==> src/amcs_regs.vh <==
`ifndef AMCS_REGS_VH
`define AMCS_REGS_VH
// Register byte offsets on the Avalon-MM slave
`define AMCS_OFS_RUN_MODE_WORD 6'h00
`define AMCS_OFS_RUN_COMMAND_WORD 6'h04
`define AMCS_OFS_MOTION_COMMAND_CODE 6'h08
`define AMCS_OFS_COMMAND_CONTROL_WORD 6'h0c
`define AMCS_OFS_TRAVERSE_SPEED_LONG 6'h10
`define AMCS_OFS_TRAVERSE_SPEED_WORD 6'h14
`define AMCS_OFS_STEP_DISTANCE 6'h18
`define AMCS_OFS_POSITION_REFERENCE 6'h1c
`define AMCS_OFS_IN_POSITION_WIDTH 6'h20
`define AMCS_OFS_FIXED_PARAM_13 6'h24
`define AMCS_OFS_ACCEL_STEP 6'h28
`define AMCS_OFS_RUN_STATUS_WORD 6'h2c
`define AMCS_OFS_COMMAND_STATUS_WORD 6'h30
`define AMCS_OFS_COMMAND_RESPONSE_CODE 6'h34
`define AMCS_OFS_POSITION 6'h38
`define AMCS_OFS_CAPTURED_POSITION 6'h3c
// Field positions
`define AMCS_BIT_POSITION_CONTROL_MODE 2
`define AMCS_BIT_SERVO_ON 0
`define AMCS_BIT_HOLD 0
`define AMCS_BIT_ABORT 1
`define AMCS_BIT_DIRECTION 2
`define AMCS_BIT_BUSY 0
`define AMCS_BIT_HOLD_DONE 1
`define AMCS_BIT_DIST_DONE 2
`define AMCS_BIT_CAPTURE_DONE 4
`define AMCS_BIT_POSITIONING_DONE 13
// Command codes
`define AMCS_CMD_IDLE 4'h0
`define AMCS_CMD_REFERENCE_FOLLOWING_MOVE 4'h4
`define AMCS_CMD_CAPTURE_MOVE 4'h5
`define AMCS_CMD_CONSTANT_VELOCITY 4'h7
`define AMCS_CMD_FIXED_LENGTH 4'h8
// Reset values
`define AMCS_RST_IN_POSITION_WIDTH 32'h0000000a
`define AMCS_RST_ACCEL_STEP 32'h00000010
// Scan period in ns and clock period in ns
`define AMCS_SCAN_PERIOD_NS 1000
`define AMCS_CLK_PERIOD_NS 10
`define AMCS_SCAN_CYCLES (`AMCS_SCAN_PERIOD_NS / `AMCS_CLK_PERIOD_NS)
`endif

==> src/amcs_profile.v <==
`timescale 1ns/1ps
`include "amcs_regs.vh"
// =====================================================================
// Speed ramp: moves velocity toward a target by a fixed step each scan
module amcs_profile #(
    parameter W = 32
) (
    input wire i_core_clk,
    input wire i_rst_b,
    input wire i_scan,
    input wire [W-1:0] i_target,
    input wire [W-1:0] i_accel,
    output reg [W-1:0] o_speed
);
    // Ramp only on scan ticks so accel is expressed per scan
    always @(posedge i_core_clk or negedge i_rst_b) begin
        if (!i_rst_b) begin
            o_speed <= {W{1'b0}};
        end else if (i_scan) begin
            if (o_speed + i_accel < i_target)
                o_speed <= o_speed + i_accel;
            else if (o_speed > i_target + i_accel)
                o_speed <= o_speed - i_accel;
            else
                o_speed <= i_target;
        end
    end
endmodule

==> src/amcs_sequencer.v <==
// Summary of operation
// - Capture latches the position counter; captured value reported in units.
// - Fixed parameter 13 picks capture source: 0 input three, 1 index.
// - Code 7 starts constant velocity move at traverse speed with ramps.
// - Constant velocity has no end point; speed changes apply live.
// - Idle code during constant velocity decelerates to a stop.
// - Hold is ignored during constant velocity moves.
// - Positioning done set once distribution done and within width.
// - Code 8 steps programmed distance in chosen direction with ramps.
// - Step distance latched at start; new value used next time.
// - Motion settings including speed may change during a step.
// - Hold bit pauses a step, then hold done is reported.
// - Clearing hold resumes the step toward remaining distance.
// - Abort bit or idle code aborts a step; stays stopped.
// - Step reaching distribution done is finished and released.
// - Step starts on command rising edge only; idle scan to repeat.
// - Reference following moves by host reference refreshed each scan.
//
// Added by the designer: the Avalon-MM slave port and the register offsets.
`timescale 1ns/1ps
`include "amcs_regs.vh"
module amcs_sequencer #(
    parameter SCAN_CYCLES = `AMCS_SCAN_CYCLES,
    parameter UNIT_SHIFT = 0
) (
    input wire i_core_clk,
    input wire i_rst_b,
    input wire [5:0] i_avs_address,
    input wire i_avs_read,
    input wire i_avs_write,
    input wire [31:0] i_avs_writedata,
    output reg [31:0] o_avs_readdata,
    output reg o_avs_waitrequest,
    input wire i_external_input_three,
    input wire i_encoder_index,
    output reg [31:0] o_axis_position,
    output reg [31:0] o_axis_speed,
    output reg o_axis_enable
);
    localparam ST_IDLE = 5'b00001;
    localparam ST_FOLLOW = 5'b00010;
    localparam ST_CONST = 5'b00100;
    localparam ST_STEP = 5'b01000;
    localparam ST_STOP = 5'b10000;

    // ==================================================================
    // Registers
    reg [31:0] run_mode_word;
    reg [31:0] run_command_word;
    reg [3:0] motion_command_code;
    reg [31:0] command_control_word;
    reg [31:0] traverse_speed_long;
    reg [15:0] traverse_speed_word;
    reg [31:0] step_distance;
    reg [31:0] position_reference;
    reg [31:0] in_position_width;
    reg fixed_param_13;
    reg [31:0] accel_step;
    reg [31:0] captured_position;
    reg [3:0] command_response_code;
    reg [4:0] state;
    reg [3:0] cmd_scan;
    reg [3:0] cmd_prev;
    reg hold_scan;
    reg abort_scan;
    reg [31:0] remaining;
    reg [31:0] target_speed;
    reg dist_done;
    reg hold_done;
    reg capture_done;
    reg capture_armed;
    reg busy;
    reg reverse;
    reg [31:0] scan_cnt;
    reg scan;
    wire [31:0] ramp_speed;
    wire [31:0] speed_setting;
    wire [31:0] err;
    wire in_width;
    wire capture_src;
    wire ready;
    wire code_edge;

    // Long word setting wins when non-zero, else the word setting
    assign speed_setting = (traverse_speed_long != 32'h0) ?
        traverse_speed_long : {16'h0, traverse_speed_word};
    assign err = (position_reference > o_axis_position) ?
        position_reference - o_axis_position :
        o_axis_position - position_reference;
    assign in_width = (err <= in_position_width);
    assign capture_src = fixed_param_13 ? i_encoder_index :
        i_external_input_three;
    assign ready = run_mode_word[`AMCS_BIT_POSITION_CONTROL_MODE] &&
        run_command_word[`AMCS_BIT_SERVO_ON];
    assign code_edge = (cmd_scan != cmd_prev);

    function amcs_hit;
        input [5:0] a;
        input [5:0] ofs;
        begin
            amcs_hit = (a == ofs);
        end
    endfunction

    // ==================================================================
    // Avalon slave: one wait cycle, then the answer
    always @(posedge i_core_clk or negedge i_rst_b) begin
        if (!i_rst_b) begin
            o_avs_waitrequest <= 1'b1;
            o_avs_readdata <= 32'h0;
            run_mode_word <= 32'h0;
            run_command_word <= 32'h0;
            motion_command_code <= `AMCS_CMD_IDLE;
            command_control_word <= 32'h0;
            traverse_speed_long <= 32'h0;
            traverse_speed_word <= 16'h0;
            step_distance <= 32'h0;
            position_reference <= 32'h0;
            in_position_width <= `AMCS_RST_IN_POSITION_WIDTH;
            fixed_param_13 <= 1'b0;
            accel_step <= `AMCS_RST_ACCEL_STEP;
        end else begin
            o_avs_waitrequest <= !((i_avs_read || i_avs_write) &&
                o_avs_waitrequest);
            if ((i_avs_read || i_avs_write) && !o_avs_waitrequest)
                o_avs_waitrequest <= 1'b1;
            if (i_avs_write && !o_avs_waitrequest) begin
                if (amcs_hit(i_avs_address, `AMCS_OFS_RUN_MODE_WORD))
                    run_mode_word <= i_avs_writedata;
                if (amcs_hit(i_avs_address, `AMCS_OFS_RUN_COMMAND_WORD))
                    run_command_word <= i_avs_writedata;
                if (amcs_hit(i_avs_address, `AMCS_OFS_MOTION_COMMAND_CODE))
                    motion_command_code <= i_avs_writedata[3:0];
                if (amcs_hit(i_avs_address, `AMCS_OFS_COMMAND_CONTROL_WORD))
                    command_control_word <= i_avs_writedata;
                if (amcs_hit(i_avs_address, `AMCS_OFS_TRAVERSE_SPEED_LONG))
                    traverse_speed_long <= i_avs_writedata;
                if (amcs_hit(i_avs_address, `AMCS_OFS_TRAVERSE_SPEED_WORD))
                    traverse_speed_word <= i_avs_writedata[15:0];
                if (amcs_hit(i_avs_address, `AMCS_OFS_STEP_DISTANCE))
                    step_distance <= i_avs_writedata;
                if (amcs_hit(i_avs_address, `AMCS_OFS_POSITION_REFERENCE))
                    position_reference <= i_avs_writedata;
                if (amcs_hit(i_avs_address, `AMCS_OFS_IN_POSITION_WIDTH))
                    in_position_width <= i_avs_writedata;
                if (amcs_hit(i_avs_address, `AMCS_OFS_FIXED_PARAM_13))
                    fixed_param_13 <= i_avs_writedata[0];
                if (amcs_hit(i_avs_address, `AMCS_OFS_ACCEL_STEP))
                    accel_step <= i_avs_writedata;
            end
            if (i_avs_read && o_avs_waitrequest) begin
                case (i_avs_address)
                `AMCS_OFS_RUN_MODE_WORD: o_avs_readdata <= run_mode_word;
                `AMCS_OFS_RUN_COMMAND_WORD:
                    o_avs_readdata <= run_command_word;
                `AMCS_OFS_MOTION_COMMAND_CODE:
                    o_avs_readdata <= {28'h0, motion_command_code};
                `AMCS_OFS_COMMAND_CONTROL_WORD:
                    o_avs_readdata <= command_control_word;
                `AMCS_OFS_TRAVERSE_SPEED_LONG:
                    o_avs_readdata <= traverse_speed_long;
                `AMCS_OFS_TRAVERSE_SPEED_WORD:
                    o_avs_readdata <= {16'h0, traverse_speed_word};
                `AMCS_OFS_STEP_DISTANCE: o_avs_readdata <= step_distance;
                `AMCS_OFS_POSITION_REFERENCE:
                    o_avs_readdata <= position_reference;
                `AMCS_OFS_IN_POSITION_WIDTH:
                    o_avs_readdata <= in_position_width;
                `AMCS_OFS_FIXED_PARAM_13:
                    o_avs_readdata <= {31'h0, fixed_param_13};
                `AMCS_OFS_ACCEL_STEP: o_avs_readdata <= accel_step;
                `AMCS_OFS_RUN_STATUS_WORD: begin
                    o_avs_readdata <= {18'h0, dist_done && in_width,
                        10'h0, ready, 1'b0, o_axis_enable};
                end
                `AMCS_OFS_COMMAND_STATUS_WORD:
                    o_avs_readdata <= {27'h0, capture_done, 1'b0,
                        dist_done, hold_done, busy};
                `AMCS_OFS_COMMAND_RESPONSE_CODE:
                    o_avs_readdata <= {28'h0, command_response_code};
                `AMCS_OFS_POSITION: o_avs_readdata <= o_axis_position;
                `AMCS_OFS_CAPTURED_POSITION:
                    o_avs_readdata <= captured_position;
                default: o_avs_readdata <= 32'h0;
                endcase
            end
        end
    end

    // ==================================================================
    // Scan timer; all motion decisions happen on the scan tick
    always @(posedge i_core_clk or negedge i_rst_b) begin
        if (!i_rst_b) begin
            scan_cnt <= 32'h0;
            scan <= 1'b0;
        end else begin
            scan <= (scan_cnt == SCAN_CYCLES - 1);
            if (scan_cnt == SCAN_CYCLES - 1)
                scan_cnt <= 32'h0;
            else
                scan_cnt <= scan_cnt + 32'h1;
        end
    end

    amcs_profile #(
        .W(32)
    ) u_profile (
        .i_core_clk(i_core_clk),
        .i_rst_b(i_rst_b),
        .i_scan(scan),
        .i_target(target_speed),
        .i_accel(accel_step),
        .o_speed(ramp_speed)
    );

    // ==================================================================
    // Command sequencer
    always @(posedge i_core_clk or negedge i_rst_b) begin
        if (!i_rst_b) begin
            state <= ST_IDLE;
            cmd_scan <= `AMCS_CMD_IDLE;
            cmd_prev <= `AMCS_CMD_IDLE;
            hold_scan <= 1'b0;
            abort_scan <= 1'b0;
            remaining <= 32'h0;
            target_speed <= 32'h0;
            dist_done <= 1'b1;
            hold_done <= 1'b0;
            capture_done <= 1'b0;
            capture_armed <= 1'b0;
            busy <= 1'b0;
            reverse <= 1'b0;
            captured_position <= 32'h0;
            command_response_code <= `AMCS_CMD_IDLE;
            o_axis_position <= 32'h0;
            o_axis_speed <= 32'h0;
            o_axis_enable <= 1'b0;
        end else begin
            // capture is checked every clock, not only on scans
            if (capture_armed && capture_src) begin
                captured_position <= o_axis_position >>> UNIT_SHIFT;
                capture_done <= 1'b1;
                capture_armed <= 1'b0;
            end
            if (scan) begin
                cmd_scan <= motion_command_code;
                cmd_prev <= cmd_scan;
                hold_scan <= command_control_word[`AMCS_BIT_HOLD];
                abort_scan <= command_control_word[`AMCS_BIT_ABORT];
                o_axis_enable <= run_command_word[`AMCS_BIT_SERVO_ON];
                o_axis_speed <= ramp_speed;
                command_response_code <= cmd_scan;
                case (state)
                ST_IDLE: begin
                    busy <= 1'b0;
                    target_speed <= 32'h0;
                    if (ready && code_edge) begin
                        if (cmd_scan == `AMCS_CMD_FIXED_LENGTH) begin
                            remaining <= step_distance;
                            reverse <= command_control_word
                                [`AMCS_BIT_DIRECTION];
                            dist_done <= 1'b0;
                            busy <= 1'b1;
                            state <= ST_STEP;
                        end else if (cmd_scan ==
                            `AMCS_CMD_CONSTANT_VELOCITY) begin
                            reverse <= command_control_word
                                [`AMCS_BIT_DIRECTION];
                            dist_done <= 1'b0;
                            busy <= 1'b1;
                            state <= ST_CONST;
                        end
                    end
                    if (ready && (cmd_scan ==
                        `AMCS_CMD_REFERENCE_FOLLOWING_MOVE ||
                        (cmd_scan == `AMCS_CMD_CAPTURE_MOVE &&
                        code_edge))) begin
                        capture_armed <= (cmd_scan == `AMCS_CMD_CAPTURE_MOVE);
                        // new capture needs an idle scan first
                        capture_done <= 1'b0;
                        busy <= 1'b1;
                        state <= ST_FOLLOW;
                    end
                end
                ST_FOLLOW: begin
                    o_axis_position <= position_reference;
                    dist_done <= 1'b1;
                    if (cmd_scan != `AMCS_CMD_REFERENCE_FOLLOWING_MOVE &&
                        cmd_scan != `AMCS_CMD_CAPTURE_MOVE) begin
                        capture_armed <= 1'b0;
                        state <= ST_IDLE;
                    end
                end
                ST_CONST: begin
                    // live speed, no end point; hold ignored
                    target_speed <= speed_setting;
                    o_axis_position <= reverse ?
                        o_axis_position - ramp_speed :
                        o_axis_position + ramp_speed;
                    if (cmd_scan == `AMCS_CMD_IDLE) begin
                        target_speed <= 32'h0;
                        state <= ST_STOP;
                    end
                end
                ST_STEP: begin
                    target_speed <= hold_scan ? 32'h0 : speed_setting;
                    hold_done <= hold_scan && ramp_speed == 32'h0;
                    if (ramp_speed >= remaining) begin
                        o_axis_position <= reverse ?
                            o_axis_position - remaining :
                            o_axis_position + remaining;
                        remaining <= 32'h0;
                        dist_done <= 1'b1;
                        busy <= 1'b0;
                        target_speed <= 32'h0;
                        state <= ST_IDLE;
                    end else begin
                        o_axis_position <= reverse ?
                            o_axis_position - ramp_speed :
                            o_axis_position + ramp_speed;
                        remaining <= remaining - ramp_speed;
                    end
                    if (abort_scan || cmd_scan == `AMCS_CMD_IDLE) begin
                        target_speed <= 32'h0;
                        hold_done <= 1'b0;
                        state <= ST_STOP;
                    end
                end
                ST_STOP: begin
                    o_axis_position <= reverse ?
                        o_axis_position - ramp_speed :
                        o_axis_position + ramp_speed;
                    if (ramp_speed == 32'h0) begin
                        dist_done <= 1'b1;
                        busy <= 1'b0;
                        state <= ST_IDLE;
                    end
                end
                default: state <= ST_IDLE;
                endcase
            end
        end
    end
endmodule

==> config.mk <==
export PLATFORM = sky130hd
export DESIGN_NAME = amcs_sequencer
export DESIGN_NICKNAME = d
export VERILOG_FILES = /design/src/amcs_profile.v /design/src/amcs_sequencer.v
export VERILOG_INCLUDE_DIRS = /design/src /design/src/src
export SDC_FILE = /design/constraint.sdc
export NUM_CORES = 2
export LEC_CHECK = 0
export BUFFER_PORTS_ARGS = -buffer_cell sky130_fd_sc_hd__buf_2
export CAP_MARGIN = 25
export CORE_MARGIN = 5
export CORE_UTILIZATION = 40
export DETAILED_ROUTE_END_ITERATION = 12
export RECOVER_POWER = 100
export SLEW_MARGIN = 20
export SYNTH_ARGS = -nofsm -noshare
export SYNTH_HDL_FRONTEND = slang
export SYNTH_SLANG_ARGS = --single-unit
==> constraint.sdc <==
create_clock -name i_core_clk -period 6.2 [get_ports i_core_clk]
set_clock_uncertainty 0.1 [all_clocks]
set_input_delay 0.93 -clock i_core_clk [delete_from_list [all_inputs] [get_ports i_core_clk]]
set_output_delay 0.93 -clock i_core_clk [all_outputs]
set_load 0.005 [all_outputs]
== Word-level counts from Yosys, hierarchy flattened ==
Index checks and enable logic that the tools add are counted.

* Equality and inequality tests: 38
* Mux-type cells: 56
* Reduce and logical (&&, ||, !) cells: 47
* Add/sub/neg operators: 11
* $lt $le $gt $ge: 5

{| class="wikitable"
|+ Operator list
! kind !! number
|-
| $pmux 32 s16 || 1
|-
| $mux 32 || 15
|-
| $pmux 32 s3 || 2
|-
| $sub 32x32->32 || 6
|-
| $add 32x32->32 || 4
|-
| $gt 32x32->1 || 2
|-
| $pmux 32 s2 || 1
|-
| $eq 6x6->1 const B || 8
|-
| $mux 5 || 9
|-
| $add 32x1->32 const B || 1
|-
| $eq 32x7->1 const B || 1
|-
| $ge 32x32->1 || 1
|-
| $le 32x32->1 || 1
|-
| $logic_not 32->1 || 1
|-
| $lt 32x32->1 || 1
|-
| $reduce_bool 32->1 || 1
|-
| $reduce_and 2->1 || 14
|-
| $pmux 5 s5 || 1
|-
| $eq 6x5->1 const B || 4
|-
| $mux 1 || 24
|-
| $eq 4x3->1 const B || 3
|-
| $eq 6x4->1 const B || 2
|-
| $logic_and 1x1->1 || 12
|-
| $ne 2x2->1 const B || 6
|-
| 25 further kinds || 36
|}

* Input port bits: 44
* Register bits after elaboration: 557
* Word-level logic and storage cells: 190

== Longest topological paths before layout ==
* Word-level depth: 7
* Depth in mapped cells: 28

== Hierarchy ==
Synthesis repeated with hierarchy kept, for this count alone.

* Cells, all modules: 4457
* Area total of the unflattened synthesis: 41138.2 µm²

{| class="wikitable"
|+ Modules (own cells, without submodules)
! module !! sequential area each (µm²) !! cells each !! area an instance (µm²) !! times used
|-
| amcs_sequencer || 13145.1 || 3349 || 32892.8 || 1
|-
| amcs_profile || 800.8 || 1108 || 8245.4 || 1
|}

== Worst setup path after synthesis ==
Ideal clock, no wire load.

* Path kind: register to register
* Start point: reg accel_step[1]
* End point: reg u_profile.o_speed[30]
* Arrival: 5.128 ns
* Cell stages (with the launch flop): 25
* Slack: 0.877 ns
* Library setup time: 0.095 ns
* Clock period less this slack: 5.323 ns
* Buffers on the path: 1
* Cells stage by stage: dfrtp_1 inv_1 ha_1 nand2b_1 a221oi_1 o21ai_0 a31o_2 o31ai_1 a21bo_2 o21ai_0 o31ai_1 xnor2_1 ha_1 a21o_1 a21o_1 a211o_1 o211ai_1 a21oi_1 or3b_1 clkbuf_1 and3_1 o21ai_0 o21ai_1 or4_1 o31ai_1

* Longest elaborated chain between the ends: 4
* Elaborated cells on any way between the ends: 7

{| class="wikitable"
|+ RTL lines
! item !! RTL line !! source
|-
| from (decl) || amcs_sequencer.v:58 || <nowiki>reg [31:0] accel_step;</nowiki>
|-
| from (signal assigned) || amcs_sequencer.v:121 || <nowiki>accel_step <= `AMCS_RST_ACCEL_STEP;</nowiki>
|-
| from (signal assigned) || amcs_sequencer.v:149 || <nowiki>accel_step <= i_avs_writedata;</nowiki>
|-
| $add 32x32->32 || amcs_profile.v:22 || <nowiki>else if (o_speed > i_target + i_accel)</nowiki>
|-
| $gt 32x32->1 || amcs_profile.v:22 ||
|-
| $mux 32 || amcs_profile.v:22 ||
|-
| $mux 32 * || amcs_profile.v:20 || <nowiki>if (o_speed + i_accel < i_target)</nowiki>
|-
| to (signal assigned) || amcs_profile.v:21 || <nowiki>o_speed <= o_speed + i_accel;</nowiki>
|-
| to (signal assigned) || amcs_profile.v:23 || <nowiki>o_speed <= o_speed - i_accel;</nowiki>
|-
| to (signal assigned) || amcs_profile.v:25 || <nowiki>o_speed <= i_target;</nowiki>
|-
| to (decl) || amcs_profile.v:13 || <nowiki>output reg [W-1:0] o_speed</nowiki>
|}

Mark *: on every way between the ends. The rest lies on a longest branch, timed or not.
A chain may end at the register's enable or synchronous reset.

== Worst setup path after layout ==
* Start point: reg u_profile.o_speed[1]
* End point: reg o_axis_position[3]

* Longest elaborated chain between the ends: 4
* Elaborated cells on any way between the ends: 6

{| class="wikitable"
|+ RTL lines
! item !! RTL line !! source
|-
| from (signal assigned) || amcs_profile.v:18 || <nowiki>o_speed <= {W{1'b0}};</nowiki>
|-
| from (signal assigned) || amcs_profile.v:21 ||
|-
| from (signal assigned) || amcs_profile.v:23 ||
|-
| $add 32x32->32 or $sub 32x32->32 (tied branches) || - ||
|-
| $mux 32 || amcs_sequencer.v:297, amcs_sequencer.v:318, amcs_sequencer.v:330 ||
|-
| $mux 32 || amcs_sequencer.v:308 || <nowiki>if (ramp_speed >= remaining) begin</nowiki>
|-
| $pmux 32 s3 * || amcs_sequencer.v:253 || <nowiki>case (state)</nowiki>
|-
| to (signal assigned) || amcs_sequencer.v:297 || <nowiki>o_axis_position <= reverse ?</nowiki>
|-
| to (signal assigned) || amcs_sequencer.v:318 || <nowiki>o_axis_position <= reverse ?</nowiki>
|-
| to (signal assigned) || amcs_sequencer.v:330 || <nowiki>o_axis_position <= reverse ?</nowiki>
|-
| to (decl) || amcs_sequencer.v:36 || <nowiki>output reg [31:0] o_axis_position,</nowiki>
|}

Marked as above.

==> implementation parameters <==
Parameter                              Value

Setup path
  Terminus of the critical flop-to-flop path ... o_axis_position[3]
  Critical Path End Type ... flip-flop
  Crit path cell chain ... buf_4 > inv_1 > buf_4 > fa_1 > a21o_1 > a21oi_2 > o21ai_0 > a2111o_1 > a21o_1 > a21oi_1 > clkbuf_1 > nand2_1 > o32ai_1 > a211oi_1 > a21oi_1
  Capture point of the worst path ... o_axis_position[3]
  Biggest fanout along the worst timing path ... 19
  Critical path launch point ... u_profile.o_speed[1]
  Startpoint Class ... flip-flop
  R2R depth ... 15
  Delay of the slowest cell on the worst path ... about 0.83 ns
  Start of the worst register-to-register path ... u_profile.o_speed[1]
  Crit path max-delay cell type ... clkbuf_1
  Data required, critical path ... ~6.7 ns
  Critical Setup Path Class ... flip-flop to flip-flop
  Arrival time of the worst setup path ... between 6 and 7 ns
  Reg2reg setup slack ... 0.19 ns

Clock tree
  TritonCTS Sinks ... 557
  Root Buffer ... clkbuf_16
  Later-pin clock latency in the skew report ... 0.65 ns
  Maximum buffer depth of the clock tree ... 3
  CTS tree ... yes
  Count of H-tree levels built during CTS ... 3
  Cts-stage hold buffer count ... 0
  Num CTS Buffers ... 68
  Clock-pin slew reported for the worst setup and hold paths after clock tree synthesis ... roughly 0.06 ns

Routing
  Final wirelength ... about 150000 µm
  Iteration-0 DRC count of the detailed router ... 3860
  DRC viols ... 0
  Post-detailed-route wirelength per cell ... 24.93 µm
  Via density ... about 6.1
  Vias ... around 36000
  Antenna Nets Post-Route ... 0
  Number of detailed-routing iterations run before antenna repair ... 6

Global routing
  Total overflow reported by the global router ... 0
  Number of global-route vias before repair ... 34650
  Pin count of the biggest net entering global routing ... 121
  Overall Global Routing Usage ... 0.2664
  Initial antenna violation count ... 6
  First-pass GRT wire length ... 221700 µm

Floorplanning
  Die boundary height ... between 300 and 400 µm
  Core Area ... about 100000 µm²
  I/O pin count ... ~140
  Starting density of the core ... 0.4014
  Floorplan die area ... roughly 110000 µm²
  Die width ... between 300 and 400 µm
  Number of standard-cell rows in the floorplan ... ~120

Synthesis
  Synth area leaders ... dfrtp_1 (34%), ha_1 (11%), mux2_2 (9.0%)
  Average cell area after synthesis ... between 9 and 10 µm²
  Number of warnings reported in the yosys synthesis log ... 0
  Synth Cell Area ... 40720 µm²
  Fraction of the yosys area taken by sequential cells ... 0.3425
  Post-synth EDFFs ... 0
  Leading register cell type out of synthesis ... dfrtp_1
  Largest area contributor in the netlist ... dfrtp_1
  Number of different library cells in the post-synthesis netlist ... slightly below 100
  Number of register bits inferred by synthesis ... 557
  Share of flip-flops with an asynchronous set or reset after synthesis ... 1.000
  Syn Nets ... about 4800
  Post-synthesis instance total ... about 4400
  Synth top area share ... 0.3386

Run status
  Result of the run ... finished with violations
  Violated checks ... max-capacitance violations, max-slew violations

Place
  Weighted congestion reported at the end of routability-driven placement ... around 0.96
  Cell area reported after detailed placement ... between 40000 and 50000 µm²
  DPL Wire Length ... roughly 110000 µm
  Input/output buffers ... about 140

Power
  Power density relative to cell area ... 243.4 nW/µm²
  P_leak ... 21.18 nW
  Post-layout power ... ~11 mW
  Peak ir drop on the vdd network ... about 0.00023 V

Timing
  Final setup fails ... 0
  Achievable frequency ... 0.1665 GHz
  Normalized max-slew margin ... -2.350
  Hold Fails Final Rpt ... 0
  Unrepaired setup endpoints after global routing ... true
  Max Slew Vio Count ... 440
  Post-route fraction of the period consumed by the critical path ... 0.9686
  Worst Tran Pin Value ... between 5 and 6 ns
  Period minus WS final ... 6.005 ns

Job
  Reported max-cap violation count ... 12

Worst hold path
  Worst min-delay path category ... primary input to flip-flop

Finish
  Count of nets after finishing ... 4949
  Final standard cell area without fillers ... ~45000 µm²
  Core utilization of the finished layout ... 0.4482
  Syn-to-layout area delta ... 11.66%
  Layout cell share with drive strength beyond 1 ... 0.1515
[what timing repair did]
| action | in CTS | in global routing |
|---|---|---|
| setup buffers | 0 | 1 |
| setup endpoints to repair | 0 | 27 |
| resized for setup | 0 | 13 |
[logic make-up (layout without fill, tap and decap cells)]
family,after synthesis,in the layout,synth area share
XOR/XNOR,278,278,0.05979
buffers and inverters,486,669,0.04670
adder cells (fa/ha/maj),356,356,0.1109
AO/OA/AOI/OAI,1359,1359,0.2199
other,0,2,0
multiplexers,363,363,0.09992
flip-flops,557,557,0.3425
AND/OR/NAND/NOR,1018,1018,0.1204
[area by class of cell]
class | instances | area, µm²
Antenna cell | 2 | 5.005
Clock buffer | 98 | 1997
Clock inverter | 23 | 282.8
Fill cell | 9901 | 55980
Inverter | 271 | 1017
Multi-Input combinational cell | 3374 | 24940
Sequential cell | 557 | 13950
Tap cell | 1368 | 1712
Timing Repair Buffer | 277 | 1563
[through the flow]
stage               setup slack, ns  hold slack, ns  std cells   TNS (ns)
floorplan                    0.8765          0.3467       4417          0
global placement             0.2897          0.3531       5845          0
detailed placement           0.1884          0.3651       5845          0
CTS                          0.1219          0.2072       5966          0
global route              -0.002604          0.3501       5970  -0.002604
finish                       0.1949          0.3514       5970          0
[cells in the mapped netlist, drive strengths merged (52+ instances only)]
cell type	count
inv	271
a22o	52
ha	348
nor2	268
nand4	62
a22oi	88
clkbuf	144
xor2	75
dfrtp	551
nand3	74
a31oi	61
nor3	67
buf	71
a21o	128
a221oi	64
nand2	317
o21ai	266
mux2	328
xnor2	203
a21oi	367
[placed cells by master (no fill, tap or decap), types with 109 or more instances in the layout]
cell	netlist	layout
dfrtp_1	551	548
a21o_1	128	128
clkbuf_1	144	109
mux2_2	327	326
a21oi_1	365	364
nor2_1	264	260
nand2_1	312	307
inv_1	271	271
xnor2_1	203	203
o21ai_0	250	255
ha_1	348	348
[power breakdown]
group / leakage, nW / internal (mW) / total, mW / switching (mW)
sequential: 7.59 / 3.82 / 4.05 / 0.229
clock: 1.12 / 2.39 / 4.14 / 1.75
combinational: 12.5 / 1.15 / 2.88 / 1.73
total: 21.2 / 7.36 / 11.1 / 3.71
[per-layer routing]
metal  track usage  part of all wire
met1        0.3914              0.45
met2        0.4079              0.43
met3       0.03611             0.082
met4       0.08305             0.035
met5             0                 0
[worst min path at each step]
| stage | cells after the start | slack (ns) | startpoint | to |
|---|---|---|---|---|
| floorplan | 1 | 0.35 | scan_cnt[31] | scan_cnt[31] |
| global placement | 2 | 0.35 | o_avs_readdata[2] | o_avs_readdata[2] |
| detailed placement | 2 | 0.37 | o_avs_readdata[2] | o_avs_readdata[2] |
| CTS | 1 | 0.21 | i_rst_b | scan_cnt[3] |
| global route | 2 | 0.35 | i_avs_write | o_avs_waitrequest |
| finish | 2 | 0.35 | i_avs_write | o_avs_waitrequest |
[worst max-delay path, delay by kind of cell (launching register included)]
kind	cells	cell delay, ns
simple gates	1	0.78
fa+ha+maj	1	0.44
flops	1	0.40
compound gates	9	2.93
buf+inv	4	1.23
Note: power is estimated with default switching activity, not from simulation.
